==> src/nsm_consts.vh <==
`ifndef NSM_CONSTS_VH
`define NSM_CONSTS_VH
`define NSM_AW          9
`define NSM_DW          18
`define NSM_TSTEPS      4
`define NSM_MPC_STEP    16'h0002
`define NSM_MUL_COUNT   5'h12
`define NSM_ADDR_CTRL   12'h000
`define NSM_ADDR_STAT   12'h004
`define NSM_ADDR_NPC    12'h008
`define NSM_ADDR_MPC    12'h00c
`define NSM_ADDR_FLAGS  12'h010
`define NSM_ADDR_MCAND  12'h014
`define NSM_ADDR_MPLR   12'h018
`define NSM_ADDR_PHI    12'h01c
`define NSM_ADDR_PLO    12'h020
`define NSM_ADDR_ENTRY  12'h024
`define NSM_ADDR_FIELD  12'h028
`define NSM_ADDR_UOP    12'h02c
`define NSM_ADDR_TMASK  12'h030
`define NSM_ADDR_VTGT   12'h034
`define NSM_ADDR_FETCH  12'h038
`define NSM_CTRL_ENTRY  0
`define NSM_CTRL_FIELD  1
`define NSM_CTRL_INC    2
`define NSM_CTRL_JUMP   3
`define NSM_CTRL_FETCH  4
`define NSM_CTRL_MUL    5
`define NSM_CTRL_BLT    6
`define NSM_CTRL_SKIP   7
`define NSM_CTRL_TBIT   8
`define NSM_FLG_SIGN    0
`define NSM_FLG_ZERO    1
`define NSM_FLG_OVF     2
`define NSM_FLG_CARRY   3
`endif

==> src/nsm_sequencer.v <==
// Overview of operation
// - A nanoword runs at most four T-steps, then sequencing moves on.
// - Entry load puts the control-store selected entry address in the counter.
// - Field load copies the nanoword next-address field into the counter.
// - Each increment adds exactly one to the nano counter.
// - Direct jump fetches from the next-address field, counter unchanged.
// - A fetch with no prior update reads the current counter value.
// - Micro counter advance lands at step end; fetch uses the old value.
// - Branch-link on true links and branches if any masked flag is set.
// - False commit test stays in this nanoword and fetches next micro op.
// - Skip suppresses the following T-step when its test bit is one.
// - Double right shift puts the adder carry-out into the output high bit.
// - Low-bit-to-carry mode loads carry-out hold from shifter input bit 0.
// - Shifter-to-carry loads carry-out hold from shifted output low bit.
// - Multiply counter starts at 18, decrements per pass, ends at zero.
// - Product ends in the high product and multiplier registers.
// - Completion sets sign and zero from the 36-bit value and clears overflow and carry.
// - Completion word begins with an empty T-step before gating.
//
// Design decisions made here: the AHB-Lite interface to the registers and the placing of the registers.
`timescale 1ns/1ps
`include "nsm_consts.vh"
module nsm_sequencer (
	input  wire        hclk,
	input  wire        hresetn,
	input  wire        hsel,
	input  wire [31:0] haddr,
	input  wire [1:0]  htrans,
	input  wire        hwrite,
	input  wire [2:0]  hsize,
	input  wire [31:0] hwdata,
	input  wire        hready,
	output wire [31:0] hrdata,
	output wire        hreadyout,
	output wire        hresp,
	output wire        busy
);
	localparam ST_IDLE = 3'h0;
	localparam ST_SEQ  = 3'h1;
	localparam ST_INIT = 3'h2;
	localparam ST_LOOP = 3'h3;
	localparam ST_DONE = 3'h4;

	reg  [2:0]            state_r;
	reg  [1:0]            tstep_r;
	reg  [`NSM_AW-1:0]    nano_program_counter_r;
	reg  [`NSM_AW-1:0]    fetch_addr_r;
	reg  [15:0]           micro_program_counter_r;
	reg  [15:0]           mpc_snap_r;
	reg  [3:0]            flag_status_word_r;
	reg  [`NSM_AW-1:0]    entry_addr_r;
	reg  [`NSM_AW-1:0]    next_address_field_r;
	reg  [8:0]            ctrl_r;
	reg  [3:0]            test_mask_r;
	reg  [15:0]           branch_target_r;
	reg  [15:0]           link_r;
	reg  [`NSM_DW-1:0]    mcand_r;
	reg  [`NSM_DW-1:0]    mplr_r;
	reg  [`NSM_DW-1:0]    prod_hi_r;
	reg  [4:0]            count_r;
	reg                   carry_out_hold_r;
	reg                   skip_pend_r;
	reg                   ph_wr_r;
	reg  [11:0]           ph_addr_r;
	reg  [31:0]           rdata_r;

	wire                  take;
	wire [`NSM_DW:0]      sum;
	wire [`NSM_DW-1:0]    alu_out;
	wire                  step_run;

	assign hreadyout = 1'b1;
	assign hresp     = 1'b0;
	assign hrdata    = rdata_r;
	assign busy      = (state_r != ST_IDLE);
	assign take      = hsel & hready & htrans[1];

	// Add only when carry-out hold shows a 1 multiplier bit, else pass.
	assign sum     = {1'b0, prod_hi_r} +
	                 (carry_out_hold_r ? {1'b0, mcand_r} : {(`NSM_DW+1){1'b0}});
	assign alu_out = sum[`NSM_DW-1:0];
	assign step_run = ~skip_pend_r;

	always @(posedge hclk or negedge hresetn) begin
		if (!hresetn) begin
			ph_wr_r   <= 1'b0;
			ph_addr_r <= 12'h000;
		end else if (hready) begin
			ph_wr_r   <= take & hwrite;
			ph_addr_r <= haddr[11:0];
		end
	end

	always @(posedge hclk or negedge hresetn) begin
		if (!hresetn) begin
			rdata_r <= 32'h00000000;
		end else if (take & ~hwrite) begin
			case (haddr[11:0])
			`NSM_ADDR_CTRL:  rdata_r <= {23'h000000, ctrl_r};
			`NSM_ADDR_STAT:  rdata_r <= {21'h000000, carry_out_hold_r,
			                 count_r, tstep_r, state_r};
			`NSM_ADDR_NPC:   rdata_r <= {23'h000000, nano_program_counter_r};
			`NSM_ADDR_MPC:   rdata_r <= {link_r, micro_program_counter_r};
			`NSM_ADDR_FLAGS: rdata_r <= {28'h0000000, flag_status_word_r};
			`NSM_ADDR_MCAND: rdata_r <= {14'h0000, mcand_r};
			`NSM_ADDR_MPLR:  rdata_r <= {14'h0000, mplr_r};
			`NSM_ADDR_PHI:   rdata_r <= {14'h0000, prod_hi_r};
			`NSM_ADDR_PLO:   rdata_r <= {14'h0000, mplr_r};
			`NSM_ADDR_FETCH: rdata_r <= {23'h000000, fetch_addr_r};
			default:         rdata_r <= 32'h00000000;
			endcase
		end
	end

	always @(posedge hclk or negedge hresetn) begin
		if (!hresetn) begin
			state_r                 <= ST_IDLE;
			tstep_r                 <= 2'h0;
			nano_program_counter_r  <= {`NSM_AW{1'b0}};
			fetch_addr_r            <= {`NSM_AW{1'b0}};
			micro_program_counter_r <= 16'h0000;
			mpc_snap_r              <= 16'h0000;
			flag_status_word_r      <= 4'h0;
			entry_addr_r            <= {`NSM_AW{1'b0}};
			next_address_field_r    <= {`NSM_AW{1'b0}};
			ctrl_r                  <= 9'h000;
			test_mask_r             <= 4'h0;
			branch_target_r         <= 16'h0000;
			link_r                  <= 16'h0000;
			mcand_r                 <= {`NSM_DW{1'b0}};
			mplr_r                  <= {`NSM_DW{1'b0}};
			prod_hi_r               <= {`NSM_DW{1'b0}};
			count_r                 <= 5'h00;
			carry_out_hold_r        <= 1'b0;
			skip_pend_r             <= 1'b0;
		end else begin
			if (ph_wr_r && state_r == ST_IDLE) begin
				case (ph_addr_r)
				`NSM_ADDR_CTRL: begin
					ctrl_r  <= hwdata[8:0];
					state_r <= hwdata[`NSM_CTRL_MUL] ? ST_INIT : ST_SEQ;
					tstep_r <= 2'h0;
					mpc_snap_r <= micro_program_counter_r;
				end
				`NSM_ADDR_NPC:   nano_program_counter_r <= hwdata[`NSM_AW-1:0];
				`NSM_ADDR_MPC:   micro_program_counter_r <= hwdata[15:0];
				`NSM_ADDR_FLAGS: flag_status_word_r <= hwdata[3:0];
				`NSM_ADDR_MCAND: mcand_r <= hwdata[`NSM_DW-1:0];
				`NSM_ADDR_MPLR:  mplr_r <= hwdata[`NSM_DW-1:0];
				`NSM_ADDR_ENTRY: entry_addr_r <= hwdata[`NSM_AW-1:0];
				`NSM_ADDR_FIELD: next_address_field_r <= hwdata[`NSM_AW-1:0];
				`NSM_ADDR_TMASK: test_mask_r <= hwdata[3:0];
				`NSM_ADDR_VTGT:  branch_target_r <= hwdata[15:0];
				default: ;
				endcase
			end
			case (state_r)
			// Idle must not fall into the default branch. It would cancel the
			// state set by a command write in the same cycle.
			ST_IDLE: ;
			ST_SEQ: begin
				// One nanoword of four T-steps; updates land in step order.
				tstep_r <= tstep_r + 2'h1;
				if (tstep_r == 2'h0) begin
					// Advance lands at step end; fetch used mpc_snap_r.
					micro_program_counter_r <= micro_program_counter_r +
					                           `NSM_MPC_STEP;
					if (ctrl_r[`NSM_CTRL_INC])
						nano_program_counter_r <= nano_program_counter_r +
						                          {{(`NSM_AW-1){1'b0}}, 1'b1};
					skip_pend_r <= ctrl_r[`NSM_CTRL_SKIP] & ctrl_r[`NSM_CTRL_TBIT];
				end
				if (tstep_r == 2'h1) begin
					skip_pend_r <= 1'b0;
					if (step_run && ctrl_r[`NSM_CTRL_FIELD])
						nano_program_counter_r <= next_address_field_r;
				end
				if (tstep_r == 2'h2 && ctrl_r[`NSM_CTRL_ENTRY])
					nano_program_counter_r <= entry_addr_r;
				if (tstep_r == 2'h3) begin
					state_r <= ST_IDLE;
					if (ctrl_r[`NSM_CTRL_JUMP])
						fetch_addr_r <= next_address_field_r;
					else if (ctrl_r[`NSM_CTRL_FETCH])
						fetch_addr_r <= nano_program_counter_r;
					if (ctrl_r[`NSM_CTRL_BLT]) begin
						if (|(test_mask_r & flag_status_word_r)) begin
							link_r <= mpc_snap_r + `NSM_MPC_STEP;
							micro_program_counter_r <= branch_target_r;
						end
						// False test: stay here, next micro op at MICRO_PROGRAM_COUNTER+2.
					end
				end
			end
			ST_INIT: begin
				tstep_r <= tstep_r + 2'h1;
				if (tstep_r == 2'h2) begin
					prod_hi_r        <= {`NSM_DW{1'b0}};
					carry_out_hold_r <= mplr_r[0];
				end
				if (tstep_r == 2'h3) begin
					count_r <= `NSM_MUL_COUNT;
					state_r <= ST_LOOP;
				end
			end
			ST_LOOP: begin
				// One pass is compressed into one clock of the loop word.
				// Carry into high bit, whole pair shifts right by one.
				prod_hi_r <= {sum[`NSM_DW], alu_out[`NSM_DW-1:1]};
				mplr_r    <= {alu_out[0], mplr_r[`NSM_DW-1:1]};
				carry_out_hold_r <= mplr_r[1];
				count_r   <= count_r - 5'h01;
				if (count_r == 5'h01) begin
					state_r <= ST_DONE;
					tstep_r <= 2'h0;
				end
			end
			ST_DONE: begin
				// First step is left empty for settling.
				tstep_r <= tstep_r + 2'h1;
				if (tstep_r == 2'h1) begin
					flag_status_word_r[`NSM_FLG_SIGN]  <= prod_hi_r[`NSM_DW-1];
					flag_status_word_r[`NSM_FLG_ZERO]  <= ~|{prod_hi_r, mplr_r};
					flag_status_word_r[`NSM_FLG_OVF]   <= 1'b0;
					flag_status_word_r[`NSM_FLG_CARRY] <= 1'b0;
					state_r <= ST_IDLE;
				end
			end
			default: state_r <= ST_IDLE;
			endcase
		end
	end
endmodule

==> config.mk <==
export PLATFORM = sky130hd
export DESIGN_NAME = nsm_sequencer
export DESIGN_NICKNAME = d
export VERILOG_FILES = /design/src/nsm_sequencer.v
export VERILOG_INCLUDE_DIRS = /design/src
export SDC_FILE = /design/constraint.sdc
export NUM_CORES = 1
export LEC_CHECK = 0
export BUFFER_PORTS_ARGS = -buffer_cell sky130_fd_sc_hd__buf_2
export CAP_MARGIN = 20
export CORE_ASPECT_RATIO = 0.7
export CORE_UTILIZATION = 50
export CTS_BUF_LIST = sky130_fd_sc_hd__clkbuf_8 sky130_fd_sc_hd__clkbuf_16
export DETAILED_ROUTE_END_ITERATION = 8
export GPL_TIMING_DRIVEN = 0
export PLACE_DENSITY = 0.73
export SLEW_MARGIN = 10
export SYNTH_ARGS = -nofsm -noshare
export SYNTH_HDL_FRONTEND = slang
export SYNTH_SLANG_ARGS = --single-unit
==> constraint.sdc <==
create_clock -name hclk -period 2.9 [get_ports hclk]
set_input_delay 0.725 -clock hclk [delete_from_list [all_inputs] [get_ports hclk]]
set_output_delay 0.725 -clock hclk [all_outputs]
set_load 0.005 [all_outputs]
==> metrics.txt <==
outcome=finished, final reports clean; Worst-path clk slew=70 ps; fillers=around 2000; Wirelength per Cell=21.9 µm; Layout Nets=1389; Die Width=187 µm; Final Cycle Share=a little over nine tenths; Core ar.=0.0236 mm²; most frequent cells in the layout=dfrtp_1, nand2_1, nor2_1; FF/Latch Area=0.00571 mm²; ys flop type=dfrtp_1; Synth Cell Area=0.0120 mm²; Max clock buf depth=3; Die Height=132 µm; commonest non-fill, non-tap cell in the layout=dfrtp_1; synth warn=0; PortBufs=61; DR DRC count=0; Num Clock Sinks=228; worst clock skew=roughly 17 ps; max-slew violations=0; Final Hold Viols=0; power density over the cells=496 mW/mm²; share of layout cells above drive strength 1=18.4%; Worst R2R Start=carry_out_hold_r$_DFFE_PN0P_; Syn Inst Count=1198; GRT Resource Usage Total=28.5%; RR Endpoint=prod_hi_r[15]$_DFFE_PN0P_; post-cts hold buffer count=0; routability cong.=0.935; Worst EP required=3310 ps; Pleak=6.26 nW; Crit. End Element=flop; area of the multi-input gates=around 0.006 mm²; Final ANT Viol Nets=0; clk_lat worst skew=520 ps; sequential-to-total area share from yosys stat=between 40 and 50%; n_diodes=0; number of synthesized flops with an enable pin=0; crit path time final=about 2800 ps; cts bufs inserted=23; FF+latch count, synth=228; post-synth net total=1300; Worst-Margin Slew=~960 ps; ys async rst share=between 90% and 100%; R2R depth=10; vias in the first global route=9710; clock root buffer=clkbuf_16; max cap viols=0; Crit Path Max Fanout=10; H-tree depth=1; Min-Delay Path Class=in2async; final worst slack=95.5 ps; final setup fails=0; # IOs=~110; synth unique cells=69; area grow syn2layout=13.5%; Setup crit start kind=flop; detailed router's first-iteration violation count=between 1000 and 1500; Worst R2R Setup Slack=100 ps; crit path DAT=3210 ps; Post-Syn Area per Cell=10.0 µm²; Worst Setup Path Type=reg2reg; drt first pass iters=8; pre-CTS setup slack=-398 ps; fmax=0.357 GHz; DP HPWL=approximately 26 mm; vias per cell=6.36; final wirelength=between 30 and 40 mm; starting density of the core=between 50% and 60%; Slew headroom=a little over a third; vias after detailed routing=10300; initial antenna violation count=0; CTS tree=done; die area=0.0247 mm²; GRT overflow=0; final cell utilization of the core=57.8%; worst vdd ir=0.501 mV; largest net degree at the start of global routing=just under 100; first-pass GRT wire length=about 55 mm; # rows=47
==> kinds of logic (layout without fill, tap and decap cells) <==
family	after synthesis	count (layout)	synth area share, %
other cells	2	2	0.0624
buf+inv	92	198	3.30
xor+xnor	41	41	2.98
simple gates	375	375	14.7
flops	228	228	47.4
compound gates	308	308	17.2
mux	124	124	11.4
fa+ha+maj	28	28	2.97
==> worst max-delay path by stage <==
stage,start,endpoint,slack (ps),cells past startpoint
2_1_floorplan,carry_out_hold_r$_DFFE_PN0P_,prod_hi_r[15]$_DFFE_PN0P_,290,10
3_3_place_gp,hresetn,entry_addr_r[0]$_DFFE_PN0P_,-2920,1
3_5_place_dp,haddr[7],hrdata[5]$_DFFE_PN0P_,-400,9
4_1_cts,carry_out_hold_r$_DFFE_PN0P_,prod_hi_r[15]$_DFFE_PN0P_,10,10
5_1_grt,carry_out_hold_r$_DFFE_PN0P_,prod_hi_r[10]$_DFFE_PN0P_,-0.7,9
6_report,carry_out_hold_r$_DFFE_PN0P_,prod_hi_r[15]$_DFFE_PN0P_,100,10
==> power breakdown <==
| part | switching, mW | internal [mW] | total, mW |
|---|---|---|---|
| clock network | 1.28 | 1.79 | 3.07 |
| registers | 0.0725 | 3.24 | 3.31 |
| logic | 0.264 | 0.137 | 0.401 |
| total | 1.62 | 5.16 | 6.78 |
==> through the flow <==
step	cells	TNS (ps)	hold WS, ps	power [mW]	cell area, µm²
5_1_grt	1622	-0.713	78.6	6.99	13700
3_5_place_dp	1579	-4580	461	3.76	12800
6_report	1622	0	63.8	6.78	13700
2_1_floorplan	1198	0	429	3.55	12000
3_3_place_gp	1577	-664520	456	3.74	12700
4_1_cts	1622	0	64.9	6.81	13600
==> state kept, by name, indices dropped and copies added (netlist names), 12 cells and up <==
signal / cells
prod_hi_r: 18
mpc_snap_r: 16
link_r: 16
micro_program_counter_r: 16
mcand_r: 18
ph_addr_r: 12
branch_target_r: 16
mplr_r: 18
hrdata: 32
==> critical path, cell delays in order, from the launching register on <==
cell and delay (ps):
dfrtp_1 400, buf_4 180, and2_1 170, ha_2 190
fa_2 350, a21o_1 220, a221o_1 390, nand2_1 140
a21oi_1 90, or3_1 310, a32o_1 250
==> metal layers <==
layer | up-vias | track usage, % | wire (µm)
li1 | 4576 | - | -
met5 | - | 0 | 0
met4 | 0 | 6.55 | 675
met2 | 606 | 40.0 | 14900
met1 | 5069 | 44.6 | 15800
met3 | 57 | 6.18 | 3990
==> area by class of cell <==
| class | instances | area share, % |
|---|---|---|
| multi-input cells | 878 | 43.9 |
| flip-flops and latches | 228 | 41.8 |
| clock buffers | 29 | 4.82 |
| well taps | 318 | 2.91 |
| repair buffers | 64 | 2.77 |
| plain buffers | 76 | 2.50 |
| clock inverters | 13 | 0.916 |
| inverters | 16 | 0.440 |
==> what timing repair did <==
item,4_1_cts,5_1_grt
gates resized for setup,7,9
buffers inserted,1,0
setup endpoints to repair,12,29
pin swaps,1,2
hold endpoints to repair,0,0
==> Yosys cell counts (20+ instances only) <==
cell type | count | area share, %
a21oi_1 | 45 | 1.9
a22oi_1 | 27 | 1.7
and2_1 | 25 | 1.3
clkbuf_1 | 55 | 1.7
dfrtp_1 | 228 | 47
ha_1 | 27 | 2.8
mux2_2 | 94 | 8.8
mux2i_1 | 29 | 2.4
nand2_1 | 131 | 4.1
nand3_1 | 27 | 1.1
nor2_1 | 98 | 3.1
nor3_1 | 21 | 0.87
o21ai_0 | 76 | 3.2
o22ai_1 | 32 | 1.7
xnor2_1 | 20 | 1.5
xor2_1 | 21 | 1.5
(Power assumes the default switching activity.)
